**src/verilog/rss_map.svh**
```systemverilog
`ifndef RSS_MAP_SVH
`define RSS_MAP_SVH

// register indices, byte address is four times the index
`define RSS_IDX_DELAY_SELECT 6'h20
`define RSS_IDX_DELAY_EXT 6'h21
`define RSS_IDX_BUCK12 6'h22
`define RSS_IDX_BUCK34 6'h23
`define RSS_IDX_BACKUP 6'h24
`define RSS_IDX_SWLDO 6'h25
`define RSS_IDX_CONTROL 6'h30
`define RSS_IDX_UNLOCK 6'h31
`define RSS_IDX_STATUS 6'h32

// reset values and writable masks
`define RSS_RST_DELAY 8'h00
`define RSS_RST_BUCK12 8'h55
`define RSS_RST_BUCK34 8'h37
`define RSS_RST_BACKUP 8'h00
`define RSS_RST_SWLDO 8'hA8
`define RSS_MASK_BACKUP 8'h33
`define RSS_MASK_DELAY_EXT 8'h81

// field positions and unlock key
`define RSS_CTRL_START_UP 0
`define RSS_CTRL_START_DOWN 1
`define RSS_CTRL_SEAL 2
`define RSS_EXT_FACTOR 7
`define RSS_UNLOCK_KEY 8'h5A

// strobe numbers
`define RSS_STROBE_FIRST 4'h1
`define RSS_STROBE_LAST_BACKUP 4'h2
`define RSS_STROBE_FIRST_MAIN 4'h3
`define RSS_STROBE_LAST 4'hA

// timing
`define RSS_CLK_MHZ 100
`define RSS_DELAY_SHORT_MS 2
`define RSS_DELAY_LONG_MS 5
`define RSS_DOWN_FACTOR 10

`endif

```
**src/verilog/rss_pkg.sv**
```systemverilog
package rss_pkg;

    typedef enum logic [1:0]
    {
        RSS_IDLE = 2'b00,
        RSS_STROBE = 2'b01,
        RSS_WAIT = 2'b10
    } rss_state_type;

    typedef logic [3:0] rss_strobe_type;

endpackage : rss_pkg

```
**src/verilog/rss_delay_timer.sv**
```systemverilog
module rss_delay_timer
    import rss_pkg::*;
#(
    parameter int WIDTH = 32
)
(
    input wire logic pclk,
    input wire logic presetn,
    input wire logic load,
    input wire logic [WIDTH-1:0] count,
    output logic done
);

    logic [WIDTH-1:0] remain;

    // ----------------------------------------
    // countdown, done pulses count cycles after load
    // ----------------------------------------
    always_ff @(posedge pclk or negedge presetn)
    begin
        if (!presetn)
        begin
            remain <= '0;
        end
        else if (load)
        begin
            remain <= count;
        end
        else if (remain != '0)
        begin
            remain <= remain - 1'b1;
        end
    end

    always_ff @(posedge pclk or negedge presetn)
    begin
        if (!presetn)
        begin
            done <= 1'b0;
        end
        else
        begin
            done <= !load && (remain == {{(WIDTH-1){1'b0}}, 1'b1});
        end
    end

endmodule : rss_delay_timer

```
**src/verilog/rss_rail_strobe_top.sv**
```systemverilog
// The APB interface to the registers is this design's own decision.
`include "rss_map.svh"

module rss_rail_strobe_top
    import rss_pkg::*;
#(
    parameter int unsigned SHORT_CYCLES = `RSS_DELAY_SHORT_MS * 1000 * `RSS_CLK_MHZ,
    parameter int unsigned LONG_CYCLES = `RSS_DELAY_LONG_MS * 1000 * `RSS_CLK_MHZ,
    parameter int unsigned RAILS = 8
)
(
    input wire logic pclk,
    input wire logic presetn,
    input wire logic psel,
    input wire logic penable,
    input wire logic pwrite,
    input wire logic [7:0] paddr,
    input wire logic [31:0] pwdata,
    output logic [31:0] prdata,
    output logic pready,
    output logic pslverr,
    output logic [RAILS-1:0] rail_enable,
    output logic seq_busy
);

    logic [7:0] strobe_delay_select;
    logic [7:0] strobe_delay_ext;
    logic [7:0] buck_one_two_strobe;
    logic [7:0] buck_three_four_strobe;
    logic [7:0] backup_buck_strobe;
    logic [7:0] switch_ldo_strobe;
    logic freshness_seal_flag;
    logic unlock_armed;
    logic powered;
    rss_state_type state;
    rss_strobe_type strobe;
    logic dir_up;
    logic wr_en;
    logic prot_wr;
    logic start_up;
    logic start_down;
    logic [5:0] idx;
    logic [31:0] next_rdata;
    logic next_err;
    logic [3:0] rail_code [RAILS];
    logic [RAILS-1:0] match;
    logic [RAILS-1:0] keep_mask;
    logic [8:0] dly_bits;
    logic dly_bit;
    logic last_strobe;
    rss_strobe_type first_strobe;
    logic t_load;
    logic [31:0] t_count;
    logic t_done;

    // ----------------------------------------
    // apb decode
    // ----------------------------------------
    assign idx = paddr[7:2];
    assign wr_en = psel && penable && pwrite;
    assign prot_wr = wr_en && unlock_armed;
    assign pready = 1'b1;
    assign start_up = wr_en && (idx == `RSS_IDX_CONTROL) && pwdata[`RSS_CTRL_START_UP];
    assign start_down = wr_en && (idx == `RSS_IDX_CONTROL) && pwdata[`RSS_CTRL_START_DOWN];
    assign seq_busy = (state != RSS_IDLE);

    always_comb
    begin
        next_rdata = 32'h00000000;
        next_err = 1'b0;
        case (idx)
            `RSS_IDX_DELAY_SELECT: next_rdata[7:0] = strobe_delay_select;
            `RSS_IDX_DELAY_EXT: next_rdata[7:0] = strobe_delay_ext;
            `RSS_IDX_BUCK12: next_rdata[7:0] = buck_one_two_strobe;
            `RSS_IDX_BUCK34: next_rdata[7:0] = buck_three_four_strobe;
            `RSS_IDX_BACKUP: next_rdata[7:0] = backup_buck_strobe;
            `RSS_IDX_SWLDO: next_rdata[7:0] = switch_ldo_strobe;
            `RSS_IDX_CONTROL: next_rdata[`RSS_CTRL_SEAL] = freshness_seal_flag;
            `RSS_IDX_UNLOCK: next_rdata[0] = unlock_armed;
            `RSS_IDX_STATUS: next_rdata[15:0] = {rail_enable, freshness_seal_flag,
                unlock_armed, powered, seq_busy, strobe};
            default: next_err = 1'b1;
        endcase
    end

    // read data and error latched in the setup cycle
    always_ff @(posedge pclk or negedge presetn)
    begin
        if (!presetn)
        begin
            prdata <= 32'h00000000;
            pslverr <= 1'b0;
        end
        else if (psel && !penable)
        begin
            prdata <= pwrite ? 32'h00000000 : next_rdata;
            pslverr <= next_err;
        end
        else
        begin
            pslverr <= 1'b0;
        end
    end

    // ----------------------------------------
    // protected assignment and delay registers
    // ----------------------------------------
    always_ff @(posedge pclk or negedge presetn)
    begin
        if (!presetn)
        begin
            strobe_delay_select <= `RSS_RST_DELAY;
            strobe_delay_ext <= `RSS_RST_DELAY;
            buck_one_two_strobe <= `RSS_RST_BUCK12;
            buck_three_four_strobe <= `RSS_RST_BUCK34;
            backup_buck_strobe <= `RSS_RST_BACKUP;
            switch_ldo_strobe <= `RSS_RST_SWLDO;
        end
        else if (prot_wr)
        begin
            case (idx)
                `RSS_IDX_DELAY_SELECT: strobe_delay_select <= pwdata[7:0];
                `RSS_IDX_DELAY_EXT: strobe_delay_ext <= pwdata[7:0] & `RSS_MASK_DELAY_EXT;
                `RSS_IDX_BUCK12: buck_one_two_strobe <= pwdata[7:0];
                `RSS_IDX_BUCK34: buck_three_four_strobe <= pwdata[7:0];
                `RSS_IDX_BACKUP: backup_buck_strobe <= pwdata[7:0] & `RSS_MASK_BACKUP;
                `RSS_IDX_SWLDO: switch_ldo_strobe <= pwdata[7:0];
                default:
                begin
                end
            endcase
        end
    end

    // ----------------------------------------
    // unlock and seal
    // ----------------------------------------
    // key arms exactly one following write; any other write disarms
    always_ff @(posedge pclk or negedge presetn)
    begin
        if (!presetn)
        begin
            unlock_armed <= 1'b0;
        end
        else if (wr_en)
        begin
            unlock_armed <= (idx == `RSS_IDX_UNLOCK) && (pwdata[7:0] == `RSS_UNLOCK_KEY);
        end
    end

    // once set the seal stays set until reset
    always_ff @(posedge pclk or negedge presetn)
    begin
        if (!presetn)
        begin
            freshness_seal_flag <= 1'b0;
        end
        else if (wr_en && (idx == `RSS_IDX_CONTROL) && pwdata[`RSS_CTRL_SEAL])
        begin
            freshness_seal_flag <= 1'b1;
        end
    end

    // ----------------------------------------
    // strobe matching per rail
    // ----------------------------------------
    assign rail_code[0] = buck_one_two_strobe[3:0];
    assign rail_code[1] = buck_one_two_strobe[7:4];
    assign rail_code[2] = buck_three_four_strobe[3:0];
    assign rail_code[3] = buck_three_four_strobe[7:4];
    assign rail_code[4] = {2'b00, backup_buck_strobe[1:0]};
    assign rail_code[5] = {2'b00, backup_buck_strobe[5:4]};
    assign rail_code[6] = switch_ldo_strobe[3:0];
    assign rail_code[7] = switch_ldo_strobe[7:4];

    generate
        for (genvar i = 0; i < RAILS; i++)
        begin : g_match
            if (i == 4 || i == 5)
            begin : g_backup
                assign match[i] = (rail_code[i] == strobe)
                    && (strobe <= `RSS_STROBE_LAST_BACKUP) && !freshness_seal_flag;
                assign keep_mask[i] = !freshness_seal_flag;
            end
            else
            begin : g_main
                assign match[i] = (rail_code[i] == strobe)
                    && (strobe >= `RSS_STROBE_FIRST_MAIN) && (strobe <= `RSS_STROBE_LAST);
                assign keep_mask[i] = 1'b1;
            end
        end
    endgenerate

    // ----------------------------------------
    // inter-strobe delay selection
    // ----------------------------------------
    assign dly_bits = {strobe_delay_ext[0], strobe_delay_select};
    assign first_strobe = freshness_seal_flag ? `RSS_STROBE_FIRST_MAIN : `RSS_STROBE_FIRST;
    assign last_strobe = dir_up ? (strobe == `RSS_STROBE_LAST) : (strobe == first_strobe);

    always_comb
    begin
        dly_bit = 1'b0;
        if (dir_up)
        begin
            dly_bit = dly_bits[strobe - 4'h1];
        end
        else if (strobe >= 4'h2)
        begin
            dly_bit = dly_bits[strobe - 4'h2];
        end
    end

    always_comb
    begin
        t_load = (state == RSS_STROBE) && !last_strobe;
        t_count = dly_bit ? LONG_CYCLES : SHORT_CYCLES;
        if (!dir_up && strobe_delay_ext[`RSS_EXT_FACTOR])
        begin
            t_count = 32'(t_count * `RSS_DOWN_FACTOR);
        end
    end

    rss_delay_timer #(
        .WIDTH(32)
    ) rss_delay_timer_inst (
        .pclk(pclk),
        .presetn(presetn),
        .load(t_load),
        .count(t_count),
        .done(t_done)
    );

    // ----------------------------------------
    // sequencer
    // ----------------------------------------
    always_ff @(posedge pclk or negedge presetn)
    begin
        if (!presetn)
        begin
            state <= RSS_IDLE;
            strobe <= `RSS_STROBE_FIRST;
            dir_up <= 1'b1;
        end
        else
        begin
            case (state)
                RSS_IDLE:
                begin
                    if (start_up)
                    begin
                        dir_up <= 1'b1;
                        strobe <= first_strobe;
                        state <= RSS_STROBE;
                    end
                    else if (start_down)
                    begin
                        dir_up <= 1'b0;
                        strobe <= `RSS_STROBE_LAST;
                        state <= RSS_STROBE;
                    end
                end
                RSS_STROBE:
                begin
                    state <= last_strobe ? RSS_IDLE : RSS_WAIT;
                end
                RSS_WAIT:
                begin
                    if (t_done)
                    begin
                        strobe <= dir_up ? strobe + 4'h1 : strobe - 4'h1;
                        state <= RSS_STROBE;
                    end
                end
                default:
                begin
                    state <= RSS_IDLE;
                end
            endcase
        end
    end

    always_ff @(posedge pclk or negedge presetn)
    begin
        if (!presetn)
        begin
            rail_enable <= '0;
        end
        else if (state == RSS_STROBE)
        begin
            if (dir_up)
            begin
                rail_enable <= rail_enable | match;
            end
            else
            begin
                rail_enable <= rail_enable & ~(match & keep_mask);
            end
        end
    end

    always_ff @(posedge pclk or negedge presetn)
    begin
        if (!presetn)
        begin
            powered <= 1'b0;
        end
        else if (state == RSS_IDLE && start_down)
        begin
            powered <= 1'b0;
        end
        else if (state == RSS_STROBE && dir_up && last_strobe)
        begin
            powered <= 1'b1;
        end
    end
endmodule : rss_rail_strobe_top

```
**config.mk**
```make
export PLATFORM = sky130hd
export DESIGN_NAME = rss_rail_strobe_top
export DESIGN_NICKNAME = d
export VERILOG_FILES = /design/src/verilog/rss_pkg.sv /design/src/verilog/rss_delay_timer.sv /design/src/verilog/rss_rail_strobe_top.sv
export VERILOG_INCLUDE_DIRS = /design/src /design/src/verilog
export SDC_FILE = /design/constraint.sdc
export NUM_CORES = 1
export LEC_CHECK = 0
export BUFFER_PORTS_ARGS = -buffer_cell sky130_fd_sc_hd__buf_2
export CORE_UTILIZATION = 60
export CTS_CLUSTER_SIZE = 30
export DETAILED_ROUTE_END_ITERATION = 7
export PLACE_DENSITY = 0.83
export SYNTH_ARGS = -nofsm -noshare
export SYNTH_HDL_FRONTEND = slang
export SYNTH_SLANG_ARGS = --single-unit
```
**constraint.sdc**
```tcl
create_clock -name pclk -period 6.5 [get_ports pclk]
set_input_delay 0.325 -clock pclk [delete_from_list [all_inputs] [get_ports pclk]]
set_output_delay 0.325 -clock pclk [all_outputs]
set_load 0.02 [all_outputs]
```
==> impl_metrics.py <==
metrics = {
    "clock_network": {
        "clkTransAtPathRegs_ps": 110,
        "cts_made_buffers": 9,
        "root_buffer": "clkbuf_8",
        "clock_sinks": 106,
        "cts_tree": "yes",
        "post_cts_resized": 0,
        "cts_max_level": 3,
        "worstSkewPairLatency_ps": 410,
        "cts.path.max_buffers": 2,
    },
    "sta": {
        "drv_slew": 0,
        "max_clock_freq_mhz": 284,
        "hold_viol": 0,
        "rsz0062_at_grt": "no",
        "clock_skew_ps": 31.5,
        "tightest_slew_ps": 1020,
        "relSlewSlack_pct": 32.0,
        "setup_viol": 0,
        "timing.final.ws_setup_ps": 2980,
        "period_minus_slack_ps": 3520,
        "setup_tns_ps": 0,
        "post-route-period-util_pct": 54.2,
    },
    "synth": {
        "synth_area_leaders": "dfrtp_1, mux2_2, dfstp_2, xnor2_1, ha_1",
        "synthMuxAreaShare_pct": 11.9,
        "synthSimpleGateAreaFrac_pct": 17.5,
        "synth-compound-area-share_pct": 15.2,
        "synth_edf_count": 0,
        "post-synth-top-area-fraction_pct": 36.6,
        "syn_area_um2": 6300,
        "synthFlopType": "dfrtp_1",
        "ys_ff_latch": 106,
        "yosysTopAreaCell": "dfrtp_1",
        "synth_common_cells": "dfrtp_1, mux2_2, nor2_1",
        "synth_most_common_cell": "dfrtp_1",
        "yosysSeqAreaShare_pct": 42.4,
        "yosysUniqueCellTypes": 83,
        "synth_top_family_by_area": "simple AND/OR/NAND/NOR gates",
        "synthArstFlopShare_pct": 100,
        "yosysWarningCount": 0,
        "syn_inst": 585,
        "synthXorXnorAreaFrac_pct": 4.87,
        "syn_avg_cell_area_um2": 10.8,
        "synthAdderAreaFrac_pct": 2.98,
    },
    "detailed_routing": {
        "wl_met2_um": 6910,
        "wirelength_um": 14900,
        "topRoutingLayerUsed": "met4",
        "avgRoutedWirePerCell_um": 19.8,
        "met1Wirelength_um": 6870,
        "drc": 0,
        "drtIter0Drc": 476,
        "postRouteAntennaNets": 0,
        "wl_met3_um": 899,
        "vias": 4805,
        "avgViaCountPerCell": 6.37,
        "first_pass_iters": 5,
    },
    "setup_path": {
        "cp_data_required_time_ps": 6750,
        "cp_slowest_stage_delay_ps": 960,
        "arrival_ps": 3770,
        "cp_common_cell": "ha_1",
        "crit_path_max_fanout": 20,
        "cpMaxStageDelayCell": "dfrtp_1",
        "rrSetupSlack_ps": 2980,
        "endpoint_kind": "register",
        "crit_type": "reg2reg",
        "crit_path_start_kind": "register",
        "path_cells": "inv_1, ha_1, xor2_1, mux4_2, o211ai_1, a21oi_1, or2_1, ha_1, nor2_1, a31oi_1",
        "worstRegToRegCells": 10,
    },
    "outcome": {
        "outcome": "complete, no violations",
    },
    "final_layout": {
        "syn_to_final_growth_pct": 6.00,
        "nFillCells": 789,
        "antenna_cells": 0,
        "final_util_pct": 65.3,
        "nets": 673,
        "final_area_um2": 6680,
        "drive_gt1_share_pct": 27.2,
    },
    "global_routing": {
        "grtUsageTotal_pct": 29.7,
        "grt_max_degree": 68,
        "antenna_found_initial": 0,
        "globalRouteOverflowTotal": 0,
        "grt_pass1_wl_um": 25300,
        "grt_pass1_vias": 4856,
    },
    "die": {
        "placementRows": 37,
        "die_width_um": 104,
        "start_util_pct": 61.6,
        "die_y_um": 104,
        "core_area_um2": 10200,
        "ios": 88,
        "die_area_um2": 10900,
    },
    "place": {
        "gp_congestion": 0.931,
        "placed_area_um2": 6490,
        "io_buffers": 44,
        "place_worst_setup_slack_ps": 3090,
        "post-dp-hpwl_um": 10700,
    },
    "pwr": {
        "power_per_cell_area_nw_per_um2": 237,
        "total_power_mw": 1.58,
        "p_leak_nw": 3.03,
        "vdd_ir_drop_max_mv": 0.136,
    },
    "job": {
        "maxCapViolCount": 0,
    },
    "min_path": {
        "hold_path.class": "in2reg",
        "whs_path_depth": 2,
    },
}
-- worst max-delay path: cells and delay by family, from the launching register on --
kind	cells	cell delay [ps]
simple gates	2	510
compound gates	3	330
xor+xnor	1	320
buf+inv	1	340
flops	1	960
fa+ha+maj	2	540
mux	1	370
-- layout by cell type (no fill, tap or decap), types with 8 or more instances in the layout --
cell type / count
a31oi_1: 8
a22oi_1: 10
mux2_2: 55
nand3_1: 17
nand2_1: 26
buf_2: 43
clkbuf_8: 9
xor2_1: 8
a22o_1: 16
nor3_1: 13
ha_1: 15
xnor2_1: 27
o21ai_0: 17
dfstp_2: 14
or3_1: 10
o31ai_1: 9
nor2_1: 34
dfrtp_1: 92
a21oi_1: 23
conb_1: 17
nand2b_1: 9
inv_1: 10
-- logic make-up (layout without fill, tap and decap cells) --
group	Yosys count	after routing
compound gates	130	130
fa+ha+maj	15	15
simple gates	176	176
mux	64	64
other cells	2	17
flops	106	106
buf+inv	57	75
xor+xnor	35	35
-- layer usage --
| metal | global-route usage, % | vias to the layer above |
|---|---|---|
| met5 | 0 | - |
| met3 | 4.39 | 22 |
| met1 | 42.2 | 2403 |
| met2 | 46.1 | 179 |
| li1 | - | 2201 |
| met4 | 10.8 | 0 |
-- power breakdown --
part,switching (mW),total (mW),internal (mW)
registers,0.101,0.824,0.722
clock network,0.247,0.390,0.144
logic,0.219,0.366,0.147
-- final timing paths --
path,from,end
worst max-delay path,strobe[1]$_DFFE_PN0P_,rss_delay_timer_inst.remain[22]$_DFFE_PN0P_
worst min-delay path,pwdata[3],strobe_delay_select[3]$_DFFE_PN0P_
worst max register to register,strobe[1]$_DFFE_PN0P_,rss_delay_timer_inst.remain[22]$_DFFE_PN0P_
worst min register to register,prdata[0]$_DFFE_PN0P_,prdata[0]$_DFFE_PN0P_
max in group asynchronous,presetn,rss_delay_timer_inst.remain[11]$_DFFE_PN0P_
min in group asynchronous,presetn,asynchronous set/reset pin
-- sequential cells by signal, summed over array words and instances, names as in the netlist, 2 cells and up, named ones only --
register and flops:
buck_three_four_strobe 8, backup_buck_strobe 4, strobe 4, switch_ldo_strobe 8, rail_enable 2, state 2, strobe_delay_ext 2, prdata 16
rss_delay_timer_inst.remain 32, buck_one_two_strobe 8, strobe_delay_select 8
-- timing repair --
item,in CTS,in global routing
endpoints found under the hold margin,32,0
hold buffers,1,0
buffers inserted,0,0
endpoints found under the setup margin,0,0
-- through the flow --
step | std cells | hold WS, ps
5_1_grt | 754 | 259
3_5_place_dp | 737 | 321
6_report | 754 | 255
3_3_place_gp | 737 | 308
4_1_cts | 754 | 241
2_1_floorplan | 600 | 29.4
-- layout make-up --
class	instances	area (µm²)	area share, %
Clock buffer	10	128	1.91
Clock inverter	6	50.0	0.750
Inverter	12	45.0	0.675
Multi-Input combinational cell	437	3370	50.4
Sequential cell	106	2670	40.0
Tap cell	136	170	2.55
Timing Repair Buffer	47	248	3.71
(Power assumes the default switching activity.)
